<file path="config.mk">
export PLATFORM = sky130hd
export DESIGN_NAME = axis_status_flag_logic
export DESIGN_NICKNAME = d
export VERILOG_FILES = /design/src/verilog/axis_flag_pkg.sv /design/src/verilog/axis_flag_cell.sv /design/src/verilog/axis_status_flag_logic.sv
export SDC_FILE = /design/constraint.sdc
export NUM_CORES = 1
export LEC_CHECK = 0
export ABC_AREA = 1
export BUFFER_PORTS_ARGS = -buffer_cell sky130_fd_sc_hd__buf_2
export CAP_MARGIN = 5
export CORE_AREA = 2 2 763 765
export CTS_CLUSTER_SIZE = 24
export DETAILED_ROUTE_END_ITERATION = 6
export DIE_AREA = 0 0 765 767
export HOLD_SLACK_MARGIN = 0.02
export PLACE_DENSITY = 0.3
export SETUP_SLACK_MARGIN = 0.1
export SYNTH_ARGS = -nofsm -noshare
export SYNTH_HDL_FRONTEND = slang
export SYNTH_SLANG_ARGS = --single-unit
</file>
<file path="constraint.sdc">
create_clock -name clk -period 1.69 [get_ports clk]
set_input_delay 0.0845 -clock clk [delete_from_list [all_inputs] [get_ports clk]]
set_output_delay 0.0845 -clock clk [all_outputs]
set_load 0.005 [all_outputs]
</file>
<file path="src/verilog/axis_flag_pkg.sv">
/*
  Constants shared by the axis status flag logic: flag positions in the
  per-axis status word, the axis stride, command-bit map and reset values.
  Assumes a single clock domain and no bus; all control arrives as ports.
*/
`default_nettype none
package axis_flag_pkg;
  localparam int unsigned AXIS_STRIDE      = 20;   // Bit positions per axis
  localparam int unsigned FLAG_COUNT       = 8;    // Flags kept by this block
  localparam int unsigned START_CPL_BIT    = 0;    // Start complete
  localparam int unsigned POS_CPL_BIT      = 1;    // Positioning complete
  localparam int unsigned IN_POS_BIT       = 2;    // In position
  localparam int unsigned CMD_IN_POS_BIT   = 3;    // Command in position
  localparam int unsigned SPEED_CTL_BIT    = 4;    // Speed controlling
  localparam int unsigned SW_LATCH_BIT     = 5;    // Speed/position latch
  localparam int unsigned ZERO_PASS_BIT    = 6;    // Zero pass
  localparam int unsigned ERR_DET_BIT      = 7;    // Error detected
  localparam int unsigned CMD_BITS         = 8;    // Shared command bits
  localparam int unsigned RESERVED_POINTS  = 55;   // Reserved command area size
  localparam int unsigned AMP_INPOS_BIT    = 12;   // In-position bit of amp status
  localparam int unsigned CODE_W           = 16;   // Error code width
  localparam logic [15:0] CODE_RESET       = 16'h0000;
  localparam logic        FLAG_RESET       = 1'b0;
endpackage : axis_flag_pkg
`default_nettype wire

</file>
<file path="src/verilog/axis_flag_cell.sv">
/*
  One axis worth of status flags and stored error codes.
  Assumes event inputs are single-cycle pulses on the operation cycle and
  levels are synchronous to clk.
*/
`timescale 1ns/1ps
`default_nettype none
module axis_flag_cell
(
  input  wire logic        clk,
  input  wire logic        arst_n,
  input  wire logic        op_tick,            // Operation cycle strobe
  input  wire logic        prog_start,         // Program positioning start done
  input  wire logic        home_start,         // Home return start
  input  wire logic        speed_start,        // Speed control start
  input  wire logic        spdpos_start,       // Speed-position switching start
  input  wire logic        jog_start,          // Jog start
  input  wire logic        mpg_start,          // Pulse generator start
  input  wire logic        st_start,           // Speed-torque start
  input  wire logic        pos_done,           // Command output reached target
  input  wire logic        mid_stop,           // Stop on the way
  input  wire logic        switch_to_pos,      // Speed to position transfer
  input  wire logic        speed_mode,         // Axis in speed control
  input  wire logic        st_speed_mode,      // Speed-torque speed mode
  input  wire logic        decel_started,      // Deceleration has begun
  input  wire logic        continuous_mode,    // Follow-up/oscill./mpg/sync
  input  wire logic        homing,             // Home return in progress
  input  wire logic        prox_dog,           // Proximity dog on
  input  wire logic        home_zero_method,   // Home method clears zero pass
  input  wire logic        cur_change,         // Current value change
  input  wire logic        servo_err,          // Servo error present
  input  wire logic        amp_power,          // Amplifier control power on
  input  wire logic [15:0] amp_status,         // Amplifier status word
  input  wire logic [31:0] droop,              // Following error magnitude
  input  wire logic [31:0] inpos_range,        // In-position range
  input  wire logic [31:0] cmd_diff,           // |command - fed| position
  input  wire logic [31:0] cmd_inpos_range,    // Command in-position range
  input  wire logic        zero_seen,          // Encoder zero passage pulse
  input  wire logic        minor_err,          // Minor error pulse
  input  wire logic        major_err,          // Major error pulse
  input  wire logic [15:0] err_code,           // Code accompanying the error
  input  wire logic        complete_flag_clear_cmd,
  input  wire logic        error_reset_cmd,
  output logic [7:0]       flags,              // Flags in package order
  output logic [15:0]      minor_error_code_reg,
  output logic [15:0]      major_error_code_reg
);
  logic clr_prev;  // Previous clear command for edge detect
  logic any_start; // Any motion start
  logic clr_rise;  // Leading edge of the clear command
  logic inpos_hold; // Suppression of in-position

  assign clr_rise  = complete_flag_clear_cmd & ~clr_prev;
  assign any_start = prog_start | home_start | speed_start | spdpos_start
                   | jog_start | mpg_start | st_start;
  // Forced-off conditions for in-position
  assign inpos_hold = servo_err | cur_change | (homing & ~prox_dog)
                    | (~decel_started & ~continuous_mode & ~homing);

  // Edge memory for the clear command
  always_ff @(posedge clk or negedge arst_n)
    if (!arst_n)
      clr_prev <= 1'b0;
    else
      clr_prev <= complete_flag_clear_cmd;

  // Start complete: set wins over clear
  always_ff @(posedge clk or negedge arst_n)
    if (!arst_n)
      flags[axis_flag_pkg::START_CPL_BIT] <= axis_flag_pkg::FLAG_RESET;
    else if (prog_start)
      flags[axis_flag_pkg::START_CPL_BIT] <= 1'b1;
    else if (clr_rise || pos_done)
      flags[axis_flag_pkg::START_CPL_BIT] <= 1'b0;

  // Positioning complete, also for zero travel
  always_ff @(posedge clk or negedge arst_n)
    if (!arst_n)
      flags[axis_flag_pkg::POS_CPL_BIT] <= axis_flag_pkg::FLAG_RESET;
    else if (pos_done && !mid_stop && !homing && !speed_mode)
      flags[axis_flag_pkg::POS_CPL_BIT] <= 1'b1;
    else if (clr_rise || prog_start)
      flags[axis_flag_pkg::POS_CPL_BIT] <= 1'b0;

  // In position, refreshed each operation cycle
  always_ff @(posedge clk or negedge arst_n)
    if (!arst_n)
      flags[axis_flag_pkg::IN_POS_BIT] <= 1'b0;
    else if (prog_start || inpos_hold)
      flags[axis_flag_pkg::IN_POS_BIT] <= 1'b0;
    else if (op_tick)
    begin
      if (amp_power)
        flags[axis_flag_pkg::IN_POS_BIT] <= amp_status[axis_flag_pkg::AMP_INPOS_BIT];
      else
        flags[axis_flag_pkg::IN_POS_BIT] <= droop < inpos_range;
    end

  // Command in position, compared only in position control
  always_ff @(posedge clk or negedge arst_n)
    if (!arst_n)
      flags[axis_flag_pkg::CMD_IN_POS_BIT] <= 1'b0;
    else if (prog_start || home_start || homing || speed_start || jog_start
             || mpg_start || st_start || speed_mode)
      flags[axis_flag_pkg::CMD_IN_POS_BIT] <= 1'b0;
    else if (op_tick)
      flags[axis_flag_pkg::CMD_IN_POS_BIT] <= cmd_diff < cmd_inpos_range;

  // Speed controlling follows the mode
  always_ff @(posedge clk or negedge arst_n)
    if (!arst_n)
      flags[axis_flag_pkg::SPEED_CTL_BIT] <= 1'b0;
    else
      flags[axis_flag_pkg::SPEED_CTL_BIT] <= speed_mode & ~st_speed_mode;

  // Switching latch
  always_ff @(posedge clk or negedge arst_n)
    if (!arst_n)
      flags[axis_flag_pkg::SW_LATCH_BIT] <= 1'b0;
    else if (switch_to_pos)
      flags[axis_flag_pkg::SW_LATCH_BIT] <= 1'b1;
    else if (prog_start || spdpos_start || speed_start || jog_start
             || mpg_start || st_start)
      flags[axis_flag_pkg::SW_LATCH_BIT] <= 1'b0;

  // Zero pass, sticky until system reset or a home start with home_zero_method
  always_ff @(posedge clk or negedge arst_n)
    if (!arst_n)
      flags[axis_flag_pkg::ZERO_PASS_BIT] <= 1'b0;
    else if (zero_seen && amp_power)
      flags[axis_flag_pkg::ZERO_PASS_BIT] <= 1'b1;
    else if (home_start && home_zero_method)
      flags[axis_flag_pkg::ZERO_PASS_BIT] <= 1'b0;

  // Error flag and code storage
  always_ff @(posedge clk or negedge arst_n)
    if (!arst_n)
      flags[axis_flag_pkg::ERR_DET_BIT] <= 1'b0;
    else if (minor_err || major_err)
      flags[axis_flag_pkg::ERR_DET_BIT] <= 1'b1;
    else if (error_reset_cmd)
      flags[axis_flag_pkg::ERR_DET_BIT] <= 1'b0;

  always_ff @(posedge clk or negedge arst_n)
    if (!arst_n)
    begin
      minor_error_code_reg <= axis_flag_pkg::CODE_RESET;
      major_error_code_reg <= axis_flag_pkg::CODE_RESET;
    end
    else
    begin
      if (minor_err)
        minor_error_code_reg <= err_code;
      if (major_err)
        major_error_code_reg <= err_code;
    end

  // Checks
  start_set_a: assert property (@(posedge clk) disable iff (!arst_n)
    prog_start |=> flags[axis_flag_pkg::START_CPL_BIT]) else $error("start flag");
  start_clr_a: assert property (@(posedge clk) disable iff (!arst_n)
    (clr_rise && !prog_start) |=> !flags[axis_flag_pkg::START_CPL_BIT])
    else $error("start clear");
  pos_clr_a: assert property (@(posedge clk) disable iff (!arst_n)
    (prog_start && !pos_done) |=> !flags[axis_flag_pkg::POS_CPL_BIT])
    else $error("pos clear");
  pos_set_a: assert property (@(posedge clk) disable iff (!arst_n)
    (pos_done && !mid_stop && !homing && !speed_mode)
    |=> flags[axis_flag_pkg::POS_CPL_BIT]) else $error("pos set");
  inpos_err_a: assert property (@(posedge clk) disable iff (!arst_n)
    servo_err |=> !flags[axis_flag_pkg::IN_POS_BIT]) else $error("inpos err");
  cmd_speed_a: assert property (@(posedge clk) disable iff (!arst_n)
    speed_mode |=> !flags[axis_flag_pkg::CMD_IN_POS_BIT]) else $error("cmd inpos");
  speed_flag_a: assert property (@(posedge clk) disable iff (!arst_n)
    st_speed_mode |=> !flags[axis_flag_pkg::SPEED_CTL_BIT]) else $error("speed flag");
  latch_set_a: assert property (@(posedge clk) disable iff (!arst_n)
    switch_to_pos |=> flags[axis_flag_pkg::SW_LATCH_BIT]) else $error("latch");
  zero_hold_a: assert property (@(posedge clk) disable iff (!arst_n)
    (flags[axis_flag_pkg::ZERO_PASS_BIT] && !home_start)
    |=> flags[axis_flag_pkg::ZERO_PASS_BIT]) else $error("zero pass");
  err_code_a: assert property (@(posedge clk) disable iff (!arst_n)
    major_err |=> (flags[axis_flag_pkg::ERR_DET_BIT]
    && major_error_code_reg == $past(err_code))) else $error("err code");
  err_clr_a: assert property (@(posedge clk) disable iff (!arst_n)
    (error_reset_cmd && !minor_err && !major_err)
    |=> !flags[axis_flag_pkg::ERR_DET_BIT]) else $error("err reset");
  start_cov_c: cover property (@(posedge clk) prog_start ##[1:50] pos_done);
  switch_cov_c: cover property (@(posedge clk) spdpos_start ##[1:50] switch_to_pos);
  err_cov_c: cover property (@(posedge clk) minor_err ##[1:20] error_reset_cmd);
endmodule : axis_flag_cell
`default_nettype wire

</file>
<file path="src/verilog/axis_status_flag_logic.sv">
/*
  Per-axis status flags for a multi-axis positioning controller, plus the
  shared command bits that mirror onto legacy bits.
  Assumes the outside processor drives command bits synchronous to clk and
  that op_tick and main_tick are single-cycle strobes from a cycle timer.
*/
// Operation
// - Command bit edges set or clear legacy bit
// - Command bit beats register request same cycle
// - Servo-on per operation cycle; ready/enables main
// - Axis flags at base plus twenty times axis
// - Start complete on program start only
// - Start complete clears on clear edge/completion
// - Positioning complete at command output end
// - Positioning complete clears on clear edge/start
// - Positioning complete sets even for zero travel
// - In-position from droop below range; start clears
// - In-position mirrors amp b12, forced off cases
// - No start suppression in continuous modes, dog
// - Command in-position on small difference, clears
// - Command in-position skipped during speed control
// - Speed-controlling flag tracks speed control mode
// - Switching latch sets on transfer, clears start
// - Zero pass sticky until system reset or zero-clearing home start
// - Some home methods clear zero pass
// - Error flag sets, codes stored per class
// - Error flag clears on error reset
`timescale 1ns/1ps
`default_nettype none
module axis_status_flag_logic
#(
  parameter int unsigned AXES = 8  // Number of axes
)
(
  input  wire logic                          clk,
  input  wire logic                          arst_n,
  input  wire logic                          op_tick,        // Operation cycle
  input  wire logic                          main_tick,      // Main cycle
  input  wire logic [7:0]                    cmd_bits,       // Shared command bits
  input  wire logic [7:0]                    reg_req_valid,  // Register request strobes
  input  wire logic [7:0]                    reg_req_value,  // Register request levels
  input  wire logic [AXES-1:0]               prog_start,
  input  wire logic [AXES-1:0]               home_start,
  input  wire logic [AXES-1:0]               speed_start,
  input  wire logic [AXES-1:0]               spdpos_start,
  input  wire logic [AXES-1:0]               jog_start,
  input  wire logic [AXES-1:0]               mpg_start,
  input  wire logic [AXES-1:0]               st_start,
  input  wire logic [AXES-1:0]               pos_done,
  input  wire logic [AXES-1:0]               mid_stop,
  input  wire logic [AXES-1:0]               switch_to_pos,
  input  wire logic [AXES-1:0]               speed_mode,
  input  wire logic [AXES-1:0]               st_speed_mode,
  input  wire logic [AXES-1:0]               decel_started,
  input  wire logic [AXES-1:0]               continuous_mode,
  input  wire logic [AXES-1:0]               homing,
  input  wire logic [AXES-1:0]               prox_dog,
  input  wire logic [AXES-1:0]               home_zero_method,
  input  wire logic [AXES-1:0]               cur_change,
  input  wire logic [AXES-1:0]               servo_err,
  input  wire logic [AXES-1:0]               amp_power,
  input  wire logic [AXES*16-1:0]            amp_status,
  input  wire logic [AXES*32-1:0]            droop,
  input  wire logic [AXES*32-1:0]            inpos_range,
  input  wire logic [AXES*32-1:0]            cmd_diff,
  input  wire logic [AXES*32-1:0]            cmd_inpos_range,
  input  wire logic [AXES-1:0]               zero_seen,
  input  wire logic [AXES-1:0]               minor_err,
  input  wire logic [AXES-1:0]               major_err,
  input  wire logic [AXES*16-1:0]            err_code,
  input  wire logic [AXES-1:0]               complete_flag_clear_cmd,
  input  wire logic [AXES-1:0]               error_reset_cmd,
  output logic [7:0]                         legacy_bits,    // Mirrored legacy bits
  output logic                               all_axes_servo_on,   // Sampled per op cycle
  output logic                               sequencer_ready,     // Sampled per main cycle
  output logic [2:0]                         mpg_enable,          // Sampled per main cycle
  output logic [AXES*20-1:0]                 status_map,          // Flags, stride 20
  output logic [AXES*16-1:0]                 minor_error_code_reg,
  output logic [AXES*16-1:0]                 major_error_code_reg
);
  logic [7:0] cmd_prev;   // Command bits one cycle ago
  logic [7:0] cmd_rise;   // Off-to-on edges
  logic [7:0] cmd_fall;   // On-to-off edges
  logic [7:0] next_legacy; // Next legacy bit values

  assign cmd_rise = cmd_bits & ~cmd_prev;
  assign cmd_fall = ~cmd_bits & cmd_prev;

  // Command edge memory
  always_ff @(posedge clk or negedge arst_n)
    if (!arst_n)
      cmd_prev <= 8'h00;
    else
      cmd_prev <= cmd_bits;

  // Edges drive legacy bits; register request only when no edge that cycle
  always_comb
  begin
    next_legacy = legacy_bits;
    for (int i = 0; i < 8; i++)
    begin
      if (cmd_rise[i])
        next_legacy[i] = 1'b1;
      else if (cmd_fall[i])
        next_legacy[i] = 1'b0;
      else if (reg_req_valid[i] && !(|(cmd_rise | cmd_fall)))
        next_legacy[i] = reg_req_value[i];
    end
  end

  always_ff @(posedge clk or negedge arst_n)
    if (!arst_n)
      legacy_bits <= 8'h00;
    else
      legacy_bits <= next_legacy;

  // Servo-on sampled each operation cycle (bit 2)
  always_ff @(posedge clk or negedge arst_n)
    if (!arst_n)
      all_axes_servo_on <= 1'b0;
    else if (op_tick)
      all_axes_servo_on <= legacy_bits[2];

  // Ready (bit 0) and pulse generator enables (bits 5..7) on main cycle
  always_ff @(posedge clk or negedge arst_n)
    if (!arst_n)
    begin
      sequencer_ready <= 1'b0;
      mpg_enable      <= 3'h0;
    end
    else if (main_tick)
    begin
      sequencer_ready <= legacy_bits[0];
      mpg_enable      <= legacy_bits[7:5];
    end

  // One flag cell per axis, placed with a stride of twenty
  for (genvar a = 0; a < AXES; a++)
  begin : g_axis
    logic [7:0] cell_flags; // Eight flags of this axis
    axis_flag_cell u_cell (
      .clk                     (clk),
      .arst_n                  (arst_n),
      .op_tick                 (op_tick),
      .prog_start              (prog_start[a]),
      .home_start              (home_start[a]),
      .speed_start             (speed_start[a]),
      .spdpos_start            (spdpos_start[a]),
      .jog_start               (jog_start[a]),
      .mpg_start               (mpg_start[a]),
      .st_start                (st_start[a]),
      .pos_done                (pos_done[a]),
      .mid_stop                (mid_stop[a]),
      .switch_to_pos           (switch_to_pos[a]),
      .speed_mode              (speed_mode[a]),
      .st_speed_mode           (st_speed_mode[a]),
      .decel_started           (decel_started[a]),
      .continuous_mode         (continuous_mode[a]),
      .homing                  (homing[a]),
      .prox_dog                (prox_dog[a]),
      .home_zero_method        (home_zero_method[a]),
      .cur_change              (cur_change[a]),
      .servo_err               (servo_err[a]),
      .amp_power               (amp_power[a]),
      .amp_status              (amp_status[a*16 +: 16]),
      .droop                   (droop[a*32 +: 32]),
      .inpos_range             (inpos_range[a*32 +: 32]),
      .cmd_diff                (cmd_diff[a*32 +: 32]),
      .cmd_inpos_range         (cmd_inpos_range[a*32 +: 32]),
      .zero_seen               (zero_seen[a]),
      .minor_err               (minor_err[a]),
      .major_err               (major_err[a]),
      .err_code                (err_code[a*16 +: 16]),
      .complete_flag_clear_cmd (complete_flag_clear_cmd[a]),
      .error_reset_cmd         (error_reset_cmd[a]),
      .flags                   (cell_flags),
      .minor_error_code_reg    (minor_error_code_reg[a*16 +: 16]),
      .major_error_code_reg    (major_error_code_reg[a*16 +: 16])
    );
    // Upper twelve positions belong to flags kept elsewhere
    assign status_map[a*axis_flag_pkg::AXIS_STRIDE +: axis_flag_pkg::AXIS_STRIDE] =
      {12'h000, cell_flags};
  end

  legacy_set_a: assert property (@(posedge clk) disable iff (!arst_n)
    cmd_rise[0] |=> legacy_bits[0]) else $error("legacy set");
  legacy_clr_a: assert property (@(posedge clk) disable iff (!arst_n)
    cmd_fall[2] |=> !legacy_bits[2]) else $error("legacy clear");
  cmd_wins_a: assert property (@(posedge clk) disable iff (!arst_n)
    (cmd_rise[1] && reg_req_valid[1] && !reg_req_value[1]) |=> legacy_bits[1])
    else $error("cmd priority");
  servo_samp_a: assert property (@(posedge clk) disable iff (!arst_n)
    !op_tick |=> $stable(all_axes_servo_on)) else $error("servo sample");
  ready_samp_a: assert property (@(posedge clk) disable iff (!arst_n)
    main_tick |=> sequencer_ready == $past(legacy_bits[0])) else $error("ready");
  legacy_cov_c: cover property (@(posedge clk) cmd_rise[2] ##[1:20] cmd_fall[2]);
endmodule : axis_status_flag_logic
`default_nettype wire
</file>
* Word-level counts from Yosys, hierarchy flattened
Cells that the tools add are included.
Widths: inputs -> output; s select.
** Word-level totals
- Logic and storage cells :: 643
- Output and inout bits :: 429
- Register bits after elaboration :: 349
- Input port bits :: 1508
** Cells by class
- Magnitude comparators :: 16
- Bitwise operators :: 117
- Multiplexer cells :: 144
- Reduce and logical (&&, ||, !) cells :: 266
** Operators with widths (count)
- $lt 32x32->1 :: 16
- $mux 1 :: 144
- $logic_or 1x1->1 :: 128
- $reduce_bool 2->1 :: 56
- $logic_and 1x1->1 :: 48
- $not 1->1 :: 48
- $and 1x1->1 :: 40
- $logic_not 1->1 :: 25
- $or 1x1->1 :: 24
- $reduce_bool 3->1 :: 8
- $and 8x8->8 :: 2
- $not 8->8 :: 2
- $or 8x8->8 :: 1
- $reduce_or 8->1 :: 1

* Depth between registers and ports, before layout
Gate-level depths: netlist of the first run.
- Depth after elaboration :: 9
- Mapped depth :: 13
- Gate-level depth less buffers :: 13

* By module
From an unflattened synthesis of the first run, not the netlist that was laid out.
** Second synthesis, totals
- Cell total of the unflattened synthesis :: 3154
- Area, all modules :: 27794.2 um2
** By module, submodules not included
- axis_flag_cell at g_axis[0].u_cell ... :: cells each 367, instances 7, area each 3235.6 um2, sequential area each 1026.0 um2
- axis_flag_cell at g_axis[4].u_cell :: cells each 368, instances 1, area each 3200.6 um2, sequential area each 1026.0 um2
- axis_status_flag_logic :: cells each 217, instances 1, area each 1944.4 um2, sequential area each 525.5 um2

* Worst setup path after synthesis of the first run
Ideal clock, no wire load.
- Path type :: reg2reg
- From :: register cmd_prev[0]
- To :: register legacy_bits[0]
- Setup slack :: 0.328 ns
- Data required time :: 1.613 ns
- Data arrival time :: 1.285 ns
- Stages on the path, launching flop included :: 8
- Buffers on the path :: 0
- Setup time :: 0.077 ns
- Period minus slack after synthesis :: 1.362 ns
- Path through :: dfrtp_1 -> ha_1 -> nand4_1 -> nor2_1 -> nand3_2 -> o21ai_0 -> nor2_1 -> a21oi_1
** On the way
- Word-level cells in the longest chain between the ends :: 7
- Elaborated cells on any way between the ends :: 10
- Those cells by class :: mux (2); bitwise (4); reduce/logical (4)
** RTL lines
- start, declared :: RTL line axis_status_flag_logic.sv:81 : logic [7:0] cmd_prev;
- start signal, assigned :: RTL line axis_status_flag_logic.sv:94 : cmd_prev <= cmd_bits;
- $not 8->8 :: RTL line axis_status_flag_logic.sv:86 : assign cmd_rise = cmd_bits & ~cmd_prev;
- $and 8x8->8 :: RTL line axis_status_flag_logic.sv:86
- $or 8x8->8 :: RTL line axis_status_flag_logic.sv:106 : else if (reg_req_valid[i] && !(|(cmd_rise | cmd_fall)))
- $reduce_or 8->1 :: RTL line axis_status_flag_logic.sv:106
- $logic_not 1->1 :: RTL line axis_status_flag_logic.sv:106
- $logic_and 1x1->1 :: RTL line axis_status_flag_logic.sv:106
- $reduce_bool 3->1 (no source line)
- end signal, assigned :: RTL line axis_status_flag_logic.sv:115 : legacy_bits <= next_legacy;
- end, declared :: RTL line axis_status_flag_logic.sv:73 : output logic [7:0] legacy_bits,
Parallel ways exist; a longest one is shown, timed or not.
A chain may end at the register's enable or synchronous reset.

* Worst setup path after layout of the first run
- From :: register cmd_prev[1]
- To :: register legacy_bits[3]
** On the way
- Word-level cells in the longest chain between the ends :: 7
- Elaborated cells on any way between the ends :: 8
- Those cells by class :: bitwise (4); reduce/logical (4)
** RTL lines (RTL line)
- $not 8->8 :: axis_status_flag_logic.sv:86
- $and 8x8->8 :: axis_status_flag_logic.sv:86
- $or 8x8->8 (*) :: axis_status_flag_logic.sv:106
- $reduce_or 8->1 (*) :: axis_status_flag_logic.sv:106
- $logic_not 1->1 (*) :: axis_status_flag_logic.sv:106
- $logic_and 1x1->1 (*) :: axis_status_flag_logic.sv:106
- $reduce_bool 3->1 (no source line) (*)
Every way passes the cells marked *; elsewhere a longest branch is shown, timed or not.

==> impl_metrics.py, run 1 <==
metrics = {
    "timing": {
        "setup_viol": 2,
        "fin_ws_ns": -0.0418,
        "holdWs_ns": 0.0701,
        "worst_pin_slew_ns": 0.859,
        "drv_slew": 0,
        "skew_ns": 0.0102,
        "hold_viol": 0,
        "period_needed_ns": 1.73,
        "fin_crit_sh": 1.02,
        "rsz0062_at_grt": "true",
        "relSlewSlack": 0.428,
        "fmaxAchievable_mhz": 577,
    },
    "floorplanning": {
        "dieHeight_um": 767,
        "start_util": 0.0469,
        "dieArea_um2": 587000,
        "coreArea_um2": 579000,
        "row_count": 280,
        "io_pins": 1937,
        "dieWidth_um": 765,
    },
    "global_route": {
        "grt.met2_usage": 0.177,
        "overflow": 0,
        "antenna_found_initial": 483,
        "grt_pass1_vias": 33800,
        "use_met1": 0.144,
        "grt_pass1_wl_mm": 409,
        "grtUsageMet3": 0.0412,
        "top_usage_layer": "met2",
        "grtUsageTotal": 0.111,
        "grt_max_degree": 46,
    },
    "yosys": {
        "synth.distinct_cells": 38,
        "synth_top_flop_cell": "dfrtp_1",
        "synth_top_family_by_area": "adder cells",
        "synth-compound-area-share": 0.0884,
        "synth_xor_area_frac": 0,
        "seq_area_frac_synth": 0.322,
        "synthAdderAreaFrac": 0.236,
        "synth-edff-count": 0,
        "synthArstFlopShare": 1.00,
        "synthMuxAreaShare": 0.108,
        "yosys_register_bits": 349,
        "synthCells": 3162,
        "synth_simple_gate_area_share": 0.119,
        "netlist_area_um2": 27200,
        "syn_avg_cell_area_um2": 8.59,
        "ys_warn_count": 0,
    },
    "power_and_ir_drop": {
        "seqPwrFrac": 0.290,
        "p_per_area_nw_per_um2": 591,
        "pwr-share-comb": 0.331,
        "p_clk_frac": 0.379,
        "intPower_uw": 21100,
        "sw_frac_of_total": 0.364,
        "leakage_uw": 0.0270,
        "total_power_uw": 33200,
        "peakVddDrop_mv": 1.04,
        "switchingPower_uw": 12100,
    },
    "setup_path": {
        "reg2reg_slack_ns": -0.04,
        "cp-endpoint": "legacy_bits[3]$_DFFE_PN0P_",
        "critPathCaptureType": "flip-flop",
        "start_kind": "flip-flop",
        "rr_startpoint": "cmd_prev[1]$_DFF_PN0_",
        "reg2reg_to": "legacy_bits[3]$_DFFE_PN0P_",
        "crit_arrival_ns": 2.45,
        "path_class": "flip-flop to flip-flop",
        "cp_max_fo": 8,
        "reg2regPathDepth": 8,
        "required_ns": 2.40,
        "crit_path_start": "cmd_prev[1]$_DFF_PN0_",
    },
    "placement": {
        "hpwl_mm": 316,
        "gp_congestion": 0.916,
        "place_inst": 12700,
        "port_buffers": 1720,
    },
    "clock_tree": {
        "numCtsBuffers": 55,
        "cts_tree": "done",
        "cts_max_level": 2,
        "clk_pin_slew_ns": 0.07,
        "clkLatencyLatePin_ns": 0.81,
        "cts.sinks": 349,
        "cts_root_buffer": "clkbuf_16",
        "cts.path.max_buffers": 3,
    },
    "route": {
        "drt_iter0_drc": 1466,
        "vias_per_cell": 2.48,
        "wire_per_inst_um": 24.9,
        "num_vias": 33900,
        "drcViolationCount": 0,
        "routed_wl_mm": 340,
        "dr.pass1.iters": 5,
        "ant_nets": 0,
    },
    "run_status": {
        "violations": "negative setup slack",
        "status": "finished with violations",
    },
    "finish": {
        "layout_commonest_cell": "buf_2",
        "nNetsFinal": 7730,
        "drive_gt1_frac": 0.399,
        "syn_to_final_growth_pct": 107,
        "final_core_util": 0.0969,
        "num-fill-cells": 68000,
        "fin_cells": 13700,
        "mostFrequentLayoutCells": "buf_2 (1668), inv_1 (676), dlygate4sd3_1 (663)",
    },
    "hold_path": {
        "hold_depth": 9,
        "hold_path.class": "input pin to flip-flop",
    },
    "job": {
        "cap_viol_max_count": 0,
    },
}
area by class of cell:
type,count,area (um2),area share
diodes,172,430,0.00767
clock buffers,74,1550,0.0276
clock inverters,24,295,0.00526
inverters,678,2540,0.0454
multi-input cells,2099,15700,0.281
flip-flops and latches,349,8750,0.156
well taps,7755,9700,0.173
repair buffers,2527,17100,0.305
repair_timing:
| item | 4_1_cts | 5_1_grt |
|---|---|---|
| hold buffers | 676 | 4 |
| endpoints found under the setup margin | 64 | 38 |
| endpoints found under the hold margin | 697 | 3 |
| buffers inserted | 9 | 2 |
| pin swaps | 2 | 19 |
| gates resized for setup | 120 | 79 |
per-stage QoR:
stage / instance area [um2] / setup TNS [ns] / setup slack [ns]
finish: 56100 / -0.0461 / -0.0418
global route: 55800 / -0.856 / -0.108
CTS: 55300 / -0.717 / -0.170
detailed placement: 46200 / -2.50 / -0.563
global placement: 46200 / -2.84 / -0.590
floorplan: 27500 / 0 / 0.328
cells in the mapped netlist, types with 33 or more instances:
master	number	area share
inv_1	677	0.094
ha_1	512	0.24
nand2_1	501	0.069
dfrtp_1	349	0.32
a21oi_1	274	0.050
mux2_2	260	0.11
nor2_1	169	0.023
buf_4	96	0.027
o21ai_0	94	0.017
nor3_1	38	0.0070
nor4_1	34	0.0078
buf_2	33	0.0061
metal layers:
metal  share of wire  vias to the layer above
li1                -                    15500
met1            0.43                    15500
met2            0.43                     2194
met3            0.10                      642
met4           0.028                      108
met5          0.0020                        -
worst min path at each step:
| stage | endpoint | slack [ns] | start |
|---|---|---|---|
| detailed placement | g_axis[0].u_cell.major_error_code_reg[0]$_DFFE_PN0P_ | -0.002 | arst_n |
| floorplan | all_axes_servo_on$_DFFE_PN0P_ | -0.21 | arst_n |
| finish | g_axis[4].u_cell.flags[2]$_DFFE_PN0P_ | 0.07 | droop[138] |
| global route | cmd_prev[3]$_DFF_PN0_ | 0.05 | cmd_bits[3] |
| CTS | g_axis[0].u_cell.flags[2]$_DFFE_PN0P_ | 0.02 | droop[12] |
| global placement | g_axis[0].u_cell.major_error_code_reg[0]$_DFFE_PN0P_ | 0.002 | arst_n |
worst max-delay path, cell delays in order (launching register included):
cell and delay [ns]:
dfrtp_1 0.41, ha_4 0.29, nand4_1 0.12, nor2_2 0.17, nand3_4 0.21, o21ai_2 0.21, buf_4 0.14, nor2_2 0.03
a21oi_2 0.09
power groups by stage:
stage               registers [uW]  clock network (uW)  logic (uW)
global placement              9740                   0        9080
finish                        9610               12600       11000
CTS                           9630               13400       11200
floorplan                     9710                   0        3330
detailed placement            9750                   0        9070
global route                  9720               13500       12200
cells by family after synthesis:
logic type,after synthesis
multiplexers,260
other,1
flip-flops,349
AO/OA/AOI/OAI,440
AND/OR/NAND/NOR,791
buffers and inverters,809
adder cells (fa/ha/maj),512
Power figures use the tool's default switching activity.
==> run 2: changes to the inputs <==
SETUP_SLACK_MARGIN = 0.2   (was 0.1)
==> impl_metrics.py, run 2 (synthesis results as in run 1) <==
metrics = {
    "floorplanning": {
        "coreArea_um2": 579000,
        "dieHeight_um": 767,
        "io_pins": 1937,
        "dieArea_um2": 587000,
        "dieWidth_um": 765,
        "row_count": 280,
        "start_util": 0.0469,
    },
    "clock_tree": {
        "clkLatencyLatePin_ns": 0.79,
        "cts_root_buffer": "clkbuf_16",
        "cts.path.max_buffers": 3,
        "cts_max_level": 2,
        "numCtsBuffers": 55,
        "cts.sinks": 349,
        "cts_tree": "done",
        "clk_pin_slew_ns": 0.07,
    },
    "setup_path": {
        "critPathCaptureType": "output pin",
        "path_class": "flip-flop to output pin",
        "required_ns": 1.61,
        "cp_max_fo": 2,
        "start_kind": "flip-flop",
        "crit_arrival_ns": 1.63,
    },
    "placement": {
        "gp_congestion": 0.916,
        "port_buffers": 1720,
        "place_inst": 12700,
        "hpwl_mm": 316,
    },
    "global_route": {
        "overflow": 0,
        "grt_max_degree": 46,
        "grtUsageTotal": 0.112,
        "grt_pass1_wl_mm": 410,
        "antenna_found_initial": 478,
        "grt_pass1_vias": 33900,
    },
    "finish": {
        "fin_cells": 13700,
        "drive_gt1_frac": 0.409,
        "layout_commonest_cell": "buf_2",
        "syn_to_final_growth_pct": 110,
        "mostFrequentLayoutCells": "buf_2 (1600), inv_1 (676), dlygate4sd3_1 (632)",
        "nNetsFinal": 7751,
    },
    "power_and_ir_drop": {
        "sw_frac_of_total": 0.362,
        "seqPwrFrac": 0.287,
        "intPower_uw": 21500,
        "peakVddDrop_mv": 1.04,
        "leakage_uw": 0.0274,
        "p_per_area_nw_per_um2": 591,
        "p_clk_frac": 0.374,
        "pwr-share-comb": 0.339,
        "total_power_uw": 33600,
        "switchingPower_uw": 12200,
    },
    "route": {
        "wire_per_inst_um": 24.9,
        "routed_wl_mm": 341,
        "drcViolationCount": 0,
        "num_vias": 33900,
        "dr.pass1.iters": 6,
        "ant_nets": 1,
        "vias_per_cell": 2.48,
        "drt_iter0_drc": 1439,
    },
    "timing": {
        "setup_viol": 1,
        "relSlewSlack": 0.429,
        "holdWs_ns": 0.0718,
        "hold_viol": 0,
        "fin_ws_ns": -0.0206,
        "rsz0062_at_grt": "true",
        "fin_crit_sh": 1.01,
        "period_needed_ns": 1.71,
        "skew_ns": 0.00972,
        "fmaxAchievable_mhz": 585,
        "drv_slew": 0,
        "worst_pin_slew_ns": 0.856,
    },
    "run_status": {
        "status": "finished with violations",
        "violations": "antenna violations, negative setup slack",
    },
    "hold_path": {
        "hold_path.class": "input pin to flip-flop",
    },
    "job": {
        "cap_viol_max_count": 0,
    },
}
## run 2: final timing paths
| path | startpoint | end | slack (ns) | cells after the start |
|---|---|---|---|---|
| setup / recovery | g_axis[7].u_cell.flags[2]$_DFFE_PN0P_ | status_map[142] | -0.02 | 2 |
| hold / removal | droop[138] | g_axis[4].u_cell.flags[2]$_DFFE_PN0P_ | 0.07 | 9 |
| setup reg to reg | g_axis[7].u_cell.flags[2]$_DFFE_PN0P_ | g_axis[7].u_cell.flags[2]$_DFFE_PN0P_ | 0 | 7 |
| hold reg to reg | g_axis[5].u_cell.major_error_code_reg[4]$_DFFE_PN0P_ | g_axis[5].u_cell.major_error_code_reg[4]$_DFFE_PN0P_ | 0.50 | 1 |
| max in group asynchronous | arst_n | g_axis[3].u_cell.flags[2]$_DFFE_PN0P_ | 0.29 | 6 |
| min in group asynchronous | arst_n | g_axis[0].u_cell.major_error_code_reg[0]$_DFFE_PN0P_ | 0.59 | 4 |
## run 2: cell type report
cell class | count | area (um2)
multi-input cells | 2099 | 15900
flip-flops and latches | 349 | 8760
well taps | 7755 | 9700
clock buffers | 74 | 1550
repair buffers | 2548 | 17800
diodes | 153 | 383
inverters | 678 | 2540
clock inverters | 24 | 295
fillers | 67900 | 522000
## run 2: through the flow
step	utilization	TNS, ns	setup slack (ns)	instance area [um2]
detailed placement	0.0799	-2.50	-0.563	46200
CTS	0.0969	-0.773	-0.170	56100
floorplan	-	0	0.328	27500
finish	0.0983	-0.0206	-0.0206	56900
global route	0.0978	-0.605	-0.108	56700
global placement	0.0798	-2.84	-0.590	46200
## run 2: worst max-delay path: stages (launching register included)
cell	delay, ns
dfrtp_2	0.49
buf_12	0.18
buf_6	0.12
## run 2: layer usage
metal | global-route usage | routed length, um
met4 | 0.0235 | 10300
met3 | 0.0421 | 35400
met5 | 0 | 669
met1 | 0.143 | 147000
met2 | 0.177 | 147000
## run 2: timing repair
action                     in CTS  in global routing
pin swaps                       3                 41
buffers inserted               39                 13
hold endpoints to repair      697                  8
hold buffers                  673                  5
setup endpoints to repair     160                163
gates resized for setup       280                131
## run 2: power groups by stage
stage	clock [uW]	sequential (uW)	combinational (uW)
floorplan	0	9710	3330
CTS	13400	9670	11600
global placement	0	9740	9080
finish	12600	9660	11400
global route	13500	9770	12700
detailed placement	0	9750	9070
